**src/pkg/rrb_params.svh**
```systemverilog
// Purpose: constants of the clock register bank
// Assumes: byte-wide registers, 5-bit register pointer
// Notes:   included by rrb_bank
`ifndef RRB_PARAMS_SVH
`define RRB_PARAMS_SVH

`define RRB_OFS_CONTROL_ONE   5'h00
`define RRB_OFS_CLOCK_OUTPUT_CTL    5'h0f
`define RRB_OFS_WDT_CTL       5'h10
`define RRB_OFS_WDT_VAL       5'h11
`define RRB_OFS_CAP_CTL       5'h12
`define RRB_OFS_CAP_SEC       5'h13
`define RRB_OFS_CAP_MIN       5'h14
`define RRB_OFS_CAP_HOUR      5'h15
`define RRB_OFS_CAP_DAY       5'h16
`define RRB_OFS_CAP_MON       5'h17
`define RRB_OFS_CAP_YEAR      5'h18
`define RRB_OFS_AGING         5'h19
`define RRB_OFS_RAM_HI        5'h1a
`define RRB_OFS_RAM_LO        5'h1b
`define RRB_OFS_RAM_WR        5'h1c
`define RRB_OFS_RAM_RD        5'h1d
`define RRB_OFS_LAST_AUTO     5'h1b
`define RRB_OFS_TIME_FIRST    5'h03
`define RRB_OFS_TIME_LAST     5'h09

`define RRB_BIT_EXTERNAL_CLOCK_TEST_SELECT      7
`define RRB_BIT_RSVD_T        6
`define RRB_BIT_STOP          5
`define RRB_BIT_CAPFLAG       4
`define RRB_BIT_OVRD          3
`define RRB_BIT_HOUR12        2

`define RRB_RST_CONTROL_ONE   8'h00
`define RRB_RST_CLOCK_OUTPUT_CTL    8'h00
`define RRB_RST_WDT_CTL       8'h03
`define RRB_RST_AGING         8'h08
`define RRB_RST_RAM_PTR       8'h00

`define RRB_MASK_CLOCK_OUTPUT_CTL   8'hc7
`define RRB_MASK_WDT_CTL      8'he3
`define RRB_MASK_CAP_CTL      8'hdf
`define RRB_MASK_AGING        8'h0f
`define RRB_MASK_CAP_SEC      8'h7f
`define RRB_MASK_CAP_MIN      8'h7f
`define RRB_MASK_CAP_HOUR     8'h3f
`define RRB_MASK_CAP_DAY      8'h3f
`define RRB_MASK_CAP_MON      8'h1f
`define RRB_MASK_RAM_HI       8'h01

// square wave source frequency of 32.768 kHz and select field width
`define RRB_OSC_KHZ_X1000     32768
`define RRB_SQUARE_WAVE_OUTPUT_SEL_W      3

`endif

```
**src/pkg/rrb_pkg.sv**
```systemverilog
// Purpose: types of the clock register bank
// Assumes: constants live in rrb_params.svh
// Notes:   host access travels as one struct
package rrb_pkg;
  typedef struct packed {
    logic       start;
    logic       wr;
    logic       rd;
    logic [4:0] addr;
    logic [7:0] wdata;
  } rrb_acc_s;

  typedef struct packed {
    logic external_clock_test_select;
    logic stop;
    logic capflag;
    logic ovrd;
    logic hour12;
  } rrb_ctl_s;

  typedef enum logic [1:0] {
    RRB_IDLE  = 2'b00,
    RRB_FROZE = 2'b01
  } rrb_state_e;
endpackage

```
**src/rtl/rrb_bank.sv**
```systemverilog
// Purpose: register bank and first control register of a clock chip
// Assumes: serial interface decoded outside into byte accesses
// Notes:   time, alarm and capture counting live elsewhere
`timescale 1ns/10ps
`include "rrb_params.svh"

// Behaviour
// - unimplemented bit positions always read back as zero.
// - undefined bits keep their value through later resets.
// - stop bit halts timekeeping clock and clears divider chain.
// - top three square wave frequencies still run while stopped.
// - bit 7 selects normal or external clock test mode.
// - intermediate capture level sets flag 4; host clears it.
// - bit 3 enables power-on reset override facility.
// - bit 2 selects 24-hour or 12-hour counting.
// - pointer increments per byte, wraps to zero after 1Bh.
// - counters freeze during any time register access.
module rrb_bank
  import rrb_pkg::*;
#(
  parameter int DIV_W = 15
) (
  // clock and reset
  input  wire logic       mclk,
  input  wire logic       rst_n,
  // host byte access, from serial interface logic
  input  wire rrb_acc_s   acc,
  output logic      [7:0] rdata_q,
  output logic      [4:0] ptr_q,
  // timekeeping oscillator tick (asynchronous)
  input  wire logic       osc_tick,
  // intermediate level detector on capture_trigger_input
  input  wire logic       capture_mid_level,
  // control outputs and RAM read data input
  output rrb_ctl_s        ctl_q,
  output logic            counters_frozen_q,
  output logic            divider_clear_q,
  output logic [DIV_W-1:0] divider_q,
  output logic            square_wave_output_q,
  output logic [7:0]      ram_ptr_hi_q,
  output logic [7:0]      ram_ptr_lo_q,
  output logic            ram_wr_pulse_q,
  output logic            ram_rd_pulse_q,
  input  wire logic [7:0] ram_rdata
);
  // taps up to DIV_W-1 feed the square wave select
  if (DIV_W < 15) begin : g_div_chk
    $error("rrb_bank divider too short for 1 Hz output");
  end

  // synchronisers for asynchronous inputs
  logic [1:0] tick_sync_q;
  logic [1:0] mid_sync_q;
  logic       tick_prev_q;
  always_ff @(posedge mclk or negedge rst_n) begin
    if (!rst_n) begin
      tick_sync_q <= 2'b00;
      mid_sync_q  <= 2'b00;
      tick_prev_q <= 1'b0;
    end else begin
      tick_sync_q <= {tick_sync_q[0], osc_tick};
      mid_sync_q  <= {mid_sync_q[0], capture_mid_level};
      tick_prev_q <= tick_sync_q[1];
    end
  end
  // edges found after the second flop only
  wire tick_rise = tick_sync_q[1] & ~tick_prev_q;
  wire mid_level = mid_sync_q[1];

  // access decode
  function automatic logic is_time_reg(input logic [4:0] a);
    return (a >= `RRB_OFS_TIME_FIRST) && (a <= `RRB_OFS_TIME_LAST);
  endfunction

  // one table serves both write storage and read-back masking
  function automatic logic [7:0] bit_mask(input logic [4:0] a);
    unique case (a)
      `RRB_OFS_CLOCK_OUTPUT_CTL: return `RRB_MASK_CLOCK_OUTPUT_CTL;
      `RRB_OFS_WDT_CTL:    return `RRB_MASK_WDT_CTL;
      `RRB_OFS_AGING:      return `RRB_MASK_AGING;
      `RRB_OFS_RAM_HI:     return `RRB_MASK_RAM_HI;
      `RRB_OFS_CAP_CTL:    return `RRB_MASK_CAP_CTL;
      `RRB_OFS_CAP_SEC:    return `RRB_MASK_CAP_SEC;
      `RRB_OFS_CAP_MIN:    return `RRB_MASK_CAP_MIN;
      `RRB_OFS_CAP_HOUR:   return `RRB_MASK_CAP_HOUR;
      `RRB_OFS_CAP_DAY:    return `RRB_MASK_CAP_DAY;
      `RRB_OFS_CAP_MON:    return `RRB_MASK_CAP_MON;
      default:             return 8'hff;
    endcase
  endfunction

  wire       acc_any  = acc.wr | acc.rd;
  // start restarts at the given address, else the pointer leads
  wire [4:0] cur_addr = acc.start ? acc.addr : ptr_q;
  wire       wr_ctl1  = acc.wr && (cur_addr == `RRB_OFS_CONTROL_ONE);
  wire       wr_clko  = acc.wr && (cur_addr == `RRB_OFS_CLOCK_OUTPUT_CTL);
  wire       wr_wdtc  = acc.wr && (cur_addr == `RRB_OFS_WDT_CTL);
  wire       wr_age   = acc.wr && (cur_addr == `RRB_OFS_AGING);
  wire       wr_rhi   = acc.wr && (cur_addr == `RRB_OFS_RAM_HI);
  wire       wr_rlo   = acc.wr && (cur_addr == `RRB_OFS_RAM_LO);
  wire       wr_rcmd  = acc.wr && (cur_addr == `RRB_OFS_RAM_WR);
  wire       rd_rcmd  = acc.rd && (cur_addr == `RRB_OFS_RAM_RD);
  // undefined-at-power-on registers live in the no-reset memory
  wire       mem_wr   = acc.wr && ((cur_addr == `RRB_OFS_WDT_VAL) ||
                                   (cur_addr == `RRB_OFS_CAP_CTL) ||
                                   ((cur_addr >= `RRB_OFS_TIME_FIRST) &&
                                    (cur_addr <= `RRB_OFS_TIME_LAST)) ||
                                   ((cur_addr > `RRB_OFS_CONTROL_ONE) &&
                                    (cur_addr < `RRB_OFS_TIME_FIRST)) ||
                                   ((cur_addr > `RRB_OFS_TIME_LAST) &&
                                    (cur_addr < `RRB_OFS_CLOCK_OUTPUT_CTL)));

  wire [4:0] ptr_d = (cur_addr >= `RRB_OFS_LAST_AUTO) ? 5'h00
                                                       : cur_addr + 5'h01;

  // registers with reset
  logic [7:0] clko_q;
  logic [7:0] wdtc_q;
  logic [7:0] age_q;
  logic [7:0] mem_rdata;
  logic       rd_mem_q;
  logic [7:0] mux_q;
  logic [4:0] last_addr_q;

  always_ff @(posedge mclk or negedge rst_n) begin
    if (!rst_n) begin
      ptr_q <= 5'h00;
    end else if (acc_any) begin
      ptr_q <= ptr_d;
    end
  end

  // control one fields
  wire [7:0] c1_w = acc.wdata;
  always_ff @(posedge mclk or negedge rst_n) begin
    if (!rst_n) begin
      ctl_q <= '0;
    end else begin
      if (wr_ctl1) begin
        ctl_q.external_clock_test_select <= c1_w[`RRB_BIT_EXTERNAL_CLOCK_TEST_SELECT];
        ctl_q.stop     <= c1_w[`RRB_BIT_STOP];
        ctl_q.ovrd     <= c1_w[`RRB_BIT_OVRD];
        ctl_q.hour12   <= c1_w[`RRB_BIT_HOUR12];
      end
      if (mid_level) begin
        ctl_q.capflag <= 1'b1;
      end else if (wr_ctl1 && !c1_w[`RRB_BIT_CAPFLAG]) begin
        ctl_q.capflag <= 1'b0;
      end
    end
  end

  always_ff @(posedge mclk or negedge rst_n) begin
    if (!rst_n) begin
      clko_q       <= `RRB_RST_CLOCK_OUTPUT_CTL;
      wdtc_q       <= `RRB_RST_WDT_CTL;
      age_q        <= `RRB_RST_AGING;
      ram_ptr_hi_q <= `RRB_RST_RAM_PTR;
      ram_ptr_lo_q <= `RRB_RST_RAM_PTR;
    end else begin
      if (wr_clko) clko_q <= acc.wdata & bit_mask(cur_addr);
      if (wr_wdtc) wdtc_q <= acc.wdata & bit_mask(cur_addr);
      if (wr_age)  age_q  <= acc.wdata & bit_mask(cur_addr);
      if (wr_rhi)  ram_ptr_hi_q <= acc.wdata & bit_mask(cur_addr);
      if (wr_rlo)  ram_ptr_lo_q <= acc.wdata;
    end
  end

  always_ff @(posedge mclk or negedge rst_n) begin
    if (!rst_n) begin
      ram_wr_pulse_q <= 1'b0;
      ram_rd_pulse_q <= 1'b0;
    end else begin
      ram_wr_pulse_q <= wr_rcmd;
      ram_rd_pulse_q <= rd_rcmd;
    end
  end

  rrb_mem #(.DEPTH(32), .AW(5)) u_mem (
    .mclk  (mclk),
    .we    (mem_wr),
    .waddr (cur_addr),
    .wdata (acc.wdata),
    .raddr (cur_addr),
    .rdata (mem_rdata)
  );

  // read mux, registered; memory-backed reads resolved a cycle later
  wire [7:0] ctl1_rd = {ctl_q.external_clock_test_select, 1'b0, ctl_q.stop, ctl_q.capflag,
                        ctl_q.ovrd, ctl_q.hour12, 2'b00};
  always_ff @(posedge mclk or negedge rst_n) begin
    if (!rst_n) begin
      mux_q       <= 8'h00;
      rd_mem_q    <= 1'b0;
      last_addr_q <= 5'h00;
    end else begin
      rd_mem_q    <= acc.rd;
      last_addr_q <= cur_addr;
      if (acc.rd) begin
        unique case (cur_addr)
          `RRB_OFS_CONTROL_ONE: mux_q <= ctl1_rd;
          `RRB_OFS_CLOCK_OUTPUT_CTL:  mux_q <= clko_q;
          `RRB_OFS_WDT_CTL:     mux_q <= wdtc_q;
          `RRB_OFS_AGING:       mux_q <= age_q;
          `RRB_OFS_RAM_HI:      mux_q <= ram_ptr_hi_q;
          `RRB_OFS_RAM_LO:      mux_q <= ram_ptr_lo_q;
          `RRB_OFS_RAM_RD:      mux_q <= ram_rdata;
          default:              mux_q <= 8'h00;
        endcase
      end
    end
  end

  wire from_mem = (last_addr_q != `RRB_OFS_CONTROL_ONE) &&
                  (last_addr_q != `RRB_OFS_CLOCK_OUTPUT_CTL) &&
                  (last_addr_q != `RRB_OFS_WDT_CTL) &&
                  (last_addr_q != `RRB_OFS_AGING) &&
                  (last_addr_q != `RRB_OFS_RAM_HI) &&
                  (last_addr_q != `RRB_OFS_RAM_LO) &&
                  (last_addr_q != `RRB_OFS_RAM_RD) &&
                  (last_addr_q <= `RRB_OFS_RAM_RD);
  wire [7:0] mem_masked = mem_rdata & bit_mask(last_addr_q);
  always_ff @(posedge mclk or negedge rst_n) begin
    if (!rst_n) begin
      rdata_q <= 8'h00;
    end else if (rd_mem_q) begin
      rdata_q <= from_mem ? mem_masked : mux_q;
    end
  end

  // freeze counters during time register access
  always_ff @(posedge mclk or negedge rst_n) begin
    if (!rst_n) begin
      counters_frozen_q <= 1'b0;
    end else begin
      counters_frozen_q <= acc_any && is_time_reg(cur_addr);
    end
  end

  // stop clears the divider chain at once, not at an edge
  // derived from rst_n and the stop flop only, so the clear cannot glitch
  wire div_rst_n = rst_n & ~ctl_q.stop;
  always_ff @(posedge mclk or negedge div_rst_n) begin
    if (!div_rst_n) begin
      divider_q <= '0;
    end else if (tick_rise && !counters_frozen_q) begin
      divider_q <= divider_q + 1'b1;
    end
  end

  always_ff @(posedge mclk or negedge rst_n) begin
    if (!rst_n) begin
      divider_clear_q <= 1'b0;
    end else begin
      divider_clear_q <= ctl_q.stop;
    end
  end

  // prescaler for 16/8 kHz runs regardless of stop
  logic [2:0] pre_q;
  always_ff @(posedge mclk or negedge rst_n) begin
    if (!rst_n) begin
      pre_q <= 3'h0;
    end else if (tick_rise) begin
      pre_q <= pre_q + 3'h1;
    end
  end

  wire [2:0] sel = clko_q[`RRB_SQUARE_WAVE_OUTPUT_SEL_W-1:0];
  logic      sq_d;
  always_comb begin
    unique case (sel)
      3'h0:    sq_d = tick_sync_q[1];
      3'h1:    sq_d = pre_q[0];
      3'h2:    sq_d = pre_q[1];
      3'h3:    sq_d = divider_q[2];
      3'h4:    sq_d = divider_q[4];
      3'h5:    sq_d = divider_q[9];
      3'h6:    sq_d = divider_q[DIV_W-1];
      default: sq_d = 1'b1;
    endcase
  end

  always_ff @(posedge mclk or negedge rst_n) begin
    if (!rst_n) begin
      square_wave_output_q <= 1'b0;
    end else begin
      square_wave_output_q <= sq_d;
    end
  end
endmodule // rrb_bank

```
**src/rtl/rrb_mem.sv**
```systemverilog
// Purpose: small byte memory for values without reset
// Assumes: one write and one read port, registered read data
// Notes:   no reset, contents kept across resets
`timescale 1ns/10ps
module rrb_mem #(
  parameter int DEPTH = 32,
  parameter int AW    = 5
) (
  // clock
  input  wire logic          mclk,
  // write port
  input  wire logic          we,
  input  wire logic [AW-1:0] waddr,
  input  wire logic [7:0]    wdata,
  // read port
  input  wire logic [AW-1:0] raddr,
  output logic      [7:0]    rdata
);
  logic [7:0] mem [DEPTH];

  if (DEPTH > (1 << AW)) begin : g_depth_chk
    $error("rrb_mem depth exceeds address range");
  end

  always_ff @(posedge mclk) begin
    if (we) begin
      mem[waddr] <= wdata;
    end
    rdata <= mem[raddr];
  end
endmodule // rrb_mem

```
**config.mk**
```make
export PLATFORM = sky130hd
export DESIGN_NAME = rrb_bank
export DESIGN_NICKNAME = d
export VERILOG_FILES = /design/src/pkg/rrb_pkg.sv /design/src/rtl/rrb_bank.sv /design/src/rtl/rrb_mem.sv
export VERILOG_INCLUDE_DIRS = /design/src /design/src/pkg
export SDC_FILE = /design/constraint.sdc
export NUM_CORES = 1
export LEC_CHECK = 0
export BUFFER_PORTS_ARGS = -buffer_cell sky130_fd_sc_hd__buf_2
export CAP_MARGIN = 20
export CORE_MARGIN = 10
export CORE_UTILIZATION = 55
export DETAILED_ROUTE_END_ITERATION = 8
export GPL_ROUTABILITY_DRIVEN = 0
export PLACE_DENSITY = 0.76
export SYNTH_ARGS = -nofsm -noshare
export SYNTH_HDL_FRONTEND = slang
export SYNTH_SLANG_ARGS = --single-unit
```
**constraint.sdc**
```tcl
create_clock -name mclk -period 1.2 [get_ports mclk]
set_clock_uncertainty 0.15 [all_clocks]
set_input_delay 0.06 -clock mclk [delete_from_list [all_inputs] [get_ports mclk]]
set_output_delay 0.06 -clock mclk [all_outputs]
set_load 0.02 [all_outputs]
```
==> results of run 1 <==
==> per-stage QoR <==
step                      TNS, ns  setup WS (ns)
final                     -263.90          -1.29
after global routing      -272.25          -1.31
after CTS                 -226.64          -1.08
after detailed placement  -237.09          -1.23
after global placement    -223.93          -1.17
after floorplan           -274.58          -1.50
==> routing by layer <==
metal | track usage [%] | vias up
li1 | - | 4916
met2 | 43.1 | 779
met4 | 12.6 | 0
met5 | 0 | -
met1 | 31.6 | 5695
met3 | 4.60 | 232
==> layout by cell type (no fill, tap or decap), types with 7 or more instances in the layout <==
cell and count:
dfrtp_2 7, nand2_1 90, o211ai_1 8, o21ai_2 9, buf_2 80, clkbuf_16 41, mux2_2 14, dfxtp_1 8
ha_4 7, conb_1 96, mux2i_2 12, nor2_1 32, nand3_1 13, a21oi_1 37, o21ai_0 7, o22ai_2 19
dlygate4sd3_1 20, nand2b_1 7, mux2i_4 9, nor2_4 16, xnor2_1 12, inv_1 10, mux4_2 8, o22ai_1 38
clkbuf_1 8, buf_12 32, edfxtp_1 256, buf_6 44, nor4_2 9, buf_4 207, o21ai_1 25, mux2i_1 86
dfrtp_1 89
==> flip-flops by register name (all words and copies together) (netlist names), 5 cells and up <==
name / flops
u_mem.mem: 256
u_mem.rdata: 8
ram_ptr_hi_q: 8
clko_q: 8
ptr_q: 5
age_q: 8
ctl_q: 5
ram_ptr_lo_q: 8
rdata_q: 8
mux_q: 8
last_addr_q: 5
divider_q: 15
wdtc_q: 8
==> area by class of cell <==
type	instances	area (sq um)
diodes	1	2.50
repair buffers	389	3380
inverters	15	61.3
well taps	341	427
clock inverters	16	156
flip-flops and latches	363	10300
fillers	1366	5600
clock buffers	53	1100
multi-input cells	725	5960
==> report_power, final <==
part / switching [uW] / total [uW] / internal [uW] / leakage [uW]
sequential: 1080 / 16100 / 15000 / 0.00370
clock: 4860 / 11700 / 6880 / 0.000613
combinational: 6050 / 11300 / 5230 / 0.00445
==> worst paths after layout <==
path                            slack (ns)                    endpoint
worst min register to register        0.21    tick_sync_q[1]$_DFF_PN0_
max in group asynchronous             0.05        age_q[3]$_DFFE_PN1P_
min in group asynchronous             0.04    divider_q[8]$_DFFE_PN0P_
worst max-delay path                 -1.29  u_mem.mem[14][0]$_DFFE_PP_
worst min-delay path                 -0.03        mux_q[4]$_DFFE_PN0P_
worst max register to register       -1.29  u_mem.mem[14][0]$_DFFE_PP_
==> kinds of logic (layout without fill, tap and decap cells) <==
logic type               Yosys count  count (layout)  synth area share, %
AO/OA/AOI/OAI                    196             196                 8.54
XOR/XNOR                          17              17                0.985
adder cells (fa/ha/maj)           14              14                 1.16
buffers and inverters             57             473                 1.86
flip-flops                       363             363                 68.3
multiplexers                     137             137                 10.2
other                              1              97               0.0248
AND/OR/NAND/NOR                  265             265                 8.97
==> worst max-delay path, delay by kind of cell, from the launching register on <==
family / cells / cell delay [ns]
AO/OA/AOI/OAI: 3 / 0.32
adder cells (fa/ha/maj): 1 / 0.17
buffers and inverters: 4 / 0.65
flip-flops: 1 / 0.43
multiplexers: 1 / 0.25
AND/OR/NAND/NOR: 1 / 0.22
==> what timing repair did <==
| action | in CTS | in global routing |
|---|---|---|
| endpoints found under the hold margin | 319 | 0 |
| hold buffers | 20 | 0 |
| cloned | 1 | 0 |
| pin swaps | 38 | 41 |
| buffers inserted | 30 | 26 |
| endpoints found under the setup margin | 310 | 312 |
| resized for setup | 98 | 108 |
==> results.md, run 1 <==
* Period minus WS final at 2.49 ns
* CP peak stage delay at 0.43 ns
* Hold depth at 5
* Tot GR Track Use at between 20% and 30%
* Final setup violation count at about 310
* Crit-path most repeated cell: buf_6
* RR Startpoint: ptr_q[0]$_DFFE_PN0N_
* Max VDD drop at 0.00171 V
* Fin area at about 21000 sq um
* Initial Util at 56.0%
* First-pass GRT wire length at 66600 um
* Post-placement cell count at between 1500 and 2000
* Slew @ Worst Pin at 0.523 ns
* Leading area contributor after synthesis: edfxtp_1
* Core outline area at ~27000 sq um
* Synth area leaders: edfxtp_1 51%, dfrtp_1 16%, mux2i_1 6.9%
* Via count at between 10000 and 15000
* WS Path Type: register to register
* Startpoint Class: register
* Die area at about 35000 sq um
* CTS tree: yes
* Tot Pwr at 39100 uW
* Number of global-route vias before repair at 11400
* Clock slew at reported path FFs at 0.07 ns
* Leak at 0.00876 uW
* Placed instance area at approximately 19000 sq um
* Die W at 186 um
* Critical-path top delay cell: dfrtp_2
* PortBufs at 81
* Initial drt markers at 1402
* Synth cell count leaders: 256 x edfxtp_1, 104 x mux2i_1, 101 x nand2_1
* Worst hold slack at -0.0297 ns
* WL met3 at approximately 4600 um
* CTS sink count at 363
* Cells after synthesis at between 1000 and 1500
* Routed Wire Length at 48000 um
* Worst relative slew slack at 65.1%
* CP Cell Sequence: mux2i_4 > buf_6 > ha_4 > buf_4 > o22ai_4 > o31ai_4 > a2bb2oi_4 > buf_12 > nor3b_4 > buf_6
* Period Utilization, post-route at 207%
* H-tree levels at 2
* Initial antenna violation count at 1
* Top Ports at 82
* Sequential share of the synthesized area at 68.3%
* Clock root buffer: clkbuf_16
* Yosys cell types at 66
* Status: finished with violations
* Max cap viols at 0
* Layout Cells excl Fill at 1903
* Main synth FF type: edfxtp_1
* Die H at 186 um
* CTS Buf Count at 38
* Met2 routed WL at between 20000 and 25000 um
* Pwr Density at 1820 nW/um^2
* Hold_sp: ram_rdata[4]
* Seq cells post-synth at 363
* Yosys warning count at 0
* Avg Inst Size Synth at 14.4 sq um
* Fin worst setup slack at -1.29 ns
* Worst Path Arrival at 2.58 ns
* Share of synthesized registers carrying an async set or reset at 27.3%
* Area Overhead vs Synth at 41.7%
* Crit-path max FO at 7
* Vias/cell at 6.11
* GR Overflow Total at 0
* Final-stage net count at 1574
* Most frequent cell after synthesis: edfxtp_1
* Hold Path Class: input port to register
* Top sig layer: met4
* Drt pass-1 iters at 6
* CP Capture Type: register
* Wl on met1 at 17100 um
* Clk buf depth at 3
* ANT nets after route at 0
* Cell area after synthesis at 15100 sq um
* Unrepaired setup endpoints after global routing: true
* Max frequency at 402 MHz
* Count of final hold-check violations at 1
* DRC Markers at 0
* Final core occ at 79.3%
* Post-synth EDFFs at 256
* Synth top area share at 50.8%
* Failing checks: hold timing, setup timing
* Post-DP HPWL at 28700 um
* Clk_lat worst skew at 0.54 ns
* Final slew viol count at 0
* FP Rows at 60
* Largest net degree at the start of global routing at 46
* Worst Path Required at 1.30 ns
* Critical Path Start: ptr_q[0]$_DFFE_PN0N_
* Routed len/inst at between 20 and 30 um
* Ratio of cells with drive above 1 in the final layout at 40.7%
* Worst R2R Path Depth at 10
No activity file was read; power rests on OpenSTA's default activity.
==> run 2: changes to the inputs <==
Settings changed: MAX_ROUTING_LAYER from default to met4.
==> run 2 against run 1 <==
Net effect:
- the flow still finishes with violations (hold timing, setup timing)
- final area up 6.6%
- clock power grew 3%
- maximum frequency is 5.9% lower
- critical path depth grew 1
- die area did not move
- sequential power barely moved
- first-iteration DRC count grew 29%
- hold slack got worse by 0.011 ns
- utilization grew 5.2 points
- global-route usage rose by 0.75 points
- critical path type unchanged
- largest cell class unchanged
- highest routed layer unchanged
==> results.md, run 2 (synthesized netlist as in run 1, its figures left out) <==
* GR Overflow Total at 0 (unchanged)
* Post-placement cell count at 1770 (unchanged)
* Drt pass-1 iters at 8 (+2)
* Wl on met1 at 19600 um (+15%)
* Worst Path Arrival at 2.91 ns (+0.33 ns)
* Crit-path most repeated cell: buf_6
* First-pass GRT wire length at 66600 um (unchanged)
* Status: finished with violations
* Via count at 12700 (+9.5%)
* Largest reg by FF count: u_mem.mem
* Startpoint Class: register
* Clock root buffer: clkbuf_16
* Failing checks: hold timing, setup timing
* Tot GR Track Use at 26.5% (+0.75 points)
* ANT nets after route at 0 (unchanged)
* Period Utilization, post-route at 220% (+13 points)
* CTS sink count at 363 (unchanged)
* Fillers at 1044 (-24%)
* Critical-path top delay cell: dfrtp_2
* Number of global-route vias before repair at 11400 (-0.17%)
* Die H at 186 um (unchanged)
* Crit-path max FO at 5 (-2)
* Most common cell after layout, fill and taps aside: edfxtp_1
* Max VDD drop at 0.00185 V (+8.0%)
* H-tree levels at 2 (unchanged)
* Top Ports at 82 (unchanged)
* WL met3 at 6280 um (+37%)
* Unrepaired setup endpoints after global routing: true
* Final slew viol count at 0 (unchanged)
* Worst relative slew slack at 57.4% (-7.7 points)
* Vias/cell at 6.48 (+6.0%)
* Final-stage net count at 1632 (+3.7%)
* Die area at 34500 sq um (unchanged)
* Tot Pwr at 42500 uW (+8.6%)
* Initial antenna violation count at 6 (+5)
* Core outline area at 27000 sq um (unchanged)
* Clk buf depth at 3 (unchanged)
* Count of final hold-check violations at 1 (unchanged)
* DRC Markers at 0 (unchanged)
* CP Cell Sequence: mux2i_4 > inv_4 > ha_4 > buf_6 > buf_4 > buf_6 > buf_6 > a22oi_2 > o221ai_2 > a221oi_2 > nor3_1
* Initial drt markers at 1808 (+29%)
* Worst Path Required at 1.46 ns (+0.16 ns)
* CTS Buf Count at 38 (unchanged)
* Clock slew at reported path FFs at 0.08 ns (about the same)
* Final setup violation count at 348 (+12%)
* Routed Wire Length at 58200 um (+21%)
* WS Path Type: register to register
* Setup WS pre-CTS at -1.23 ns (unchanged)
* Pwr Density at 1860 nW/um^2 (+1.9%)
* Top sig layer: met4
* Fin worst setup slack at -1.45 ns (-0.156 ns)
* Initial Util at 56.0% (unchanged)
* Regs by FF count: u_mem.mem x256, divider_q x15
* Met2 routed WL at 27500 um (+17%)
* Max reg flops at 256 (unchanged)
* Ratio of cells with drive above 1 in the final layout at 46.1% (+5.3 points)
* Period minus WS final at 2.65 ns (+0.156 ns)
* Post-DP HPWL at 28700 um (unchanged)
* Most frequent cells in the layout: 256 x edfxtp_1, 208 x buf_4, 147 x buf_6, 96 x conb_1, 86 x dfrtp_1
* Leak at 0.00929 uW (+6.0%)
* FP Rows at 60 (unchanged)
* Layout Cells excl Fill at 1965 (+3.3%)
* CTS tree: yes
* Largest net degree at the start of global routing at 46 (unchanged)
* CP peak stage delay at 0.44 ns (about the same)
* PortBufs at 81 (unchanged)
* Routed len/inst at 29.6 um (+17%)
* Hold Path Class: input port to register
* Max cap viols at 0 (unchanged)
* Area Overhead vs Synth at 51.0%
* Worst hold slack at -0.0403 ns (-0.0106 ns)
* Max frequency at 378 MHz (-5.9%)
* CP Capture Type: register
* Die W at 186 um (unchanged)
* Slew @ Worst Pin at 0.637 ns (+0.114 ns)
* Clk_lat worst skew at 0.54 ns (about the same)
[run 2: power by group]
part	internal, uW	switching (uW)
Sequential	15000	1380
Combinational	6840	7130
Clock	6890	5220
Total	28700	13700
[run 2: metal layers]
layer / GRT usage, % / vias up
li1: - / 5032
met1: 31.8 / 6148
met2: 43.3 / 1117
met3: 4.35 / 427
met4: 12.1 / 0
met5: - / -
[run 2: worst paths after layout]
check                                              start                  endpoint  slack, ns  cells past startpoint
worst max-delay path                ptr_q[1]$_DFFE_PN0N_      mux_q[2]$_DFFE_PN0P_      -1.45                     11
worst min-delay path                        ram_rdata[4]      mux_q[4]$_DFFE_PN0P_      -0.04                      5
worst max register to register      ptr_q[1]$_DFFE_PN0N_      mux_q[2]$_DFFE_PN0P_      -1.45                     11
worst min register to register  tick_sync_q[0]$_DFF_PN0_  tick_sync_q[1]$_DFF_PN0_       0.21                      0
max in group asynchronous                          rst_n     wdtc_q[1]$_DFFE_PN1P_      -0.08                      4
min in group asynchronous                          rst_n      mux_q[7]$_DFFE_PN0P_       0.09                      3
[run 2: worst max-delay path: cells and delay by family (launching register included)]
kind	cells	cell delay [ns]
adder cells (fa/ha/maj)	1	0.20
AND/OR/NAND/NOR	1	0.11
multiplexers	1	0.21
AO/OA/AOI/OAI	3	0.77
buffers and inverters	5	0.62
flip-flops	1	0.44
[run 2: area by class of cell]
cell class                 instances  area (sq um)  area share [%]
multi-input combinational        725          6290            27.5
inverter                          15          68.8           0.301
clock buffer                      53          1100            4.82
tap                              341           427            1.87
antenna                            5          12.5          0.0548
sequential                       363         10300            45.3
clock inverter                    16           156           0.685
timing repair buffer             447          4450            19.5
[run 2: per-stage QoR]
| step | utilization, % | instance area [sq um] | setup TNS, ns | hold slack, ns |
|---|---|---|---|---|
| finish | 84.5 | 22800 | -271.73 | -0.0403 |
| global route | 84.5 | 22800 | -279.95 | 0.0219 |
| CTS | 77.0 | 20800 | -226.64 | -0.0244 |
| detailed placement | 69.0 | 18700 | -237.09 | -0.0900 |
| global placement | 69.0 | 18700 | -223.93 | -0.0876 |
| floorplan | - | 16000 | -274.58 | -0.386 |
[run 2: timing repair]
action | 4_1_cts | 5_1_grt
endpoints found under the setup margin | 310 | 313
pin swaps | 38 | 96
endpoints found under the hold margin | 319 | 42
hold buffers | 20 | 1
gates cloned | 1 | 3
setup buffers | 30 | 90
gates resized for setup | 98 | 357
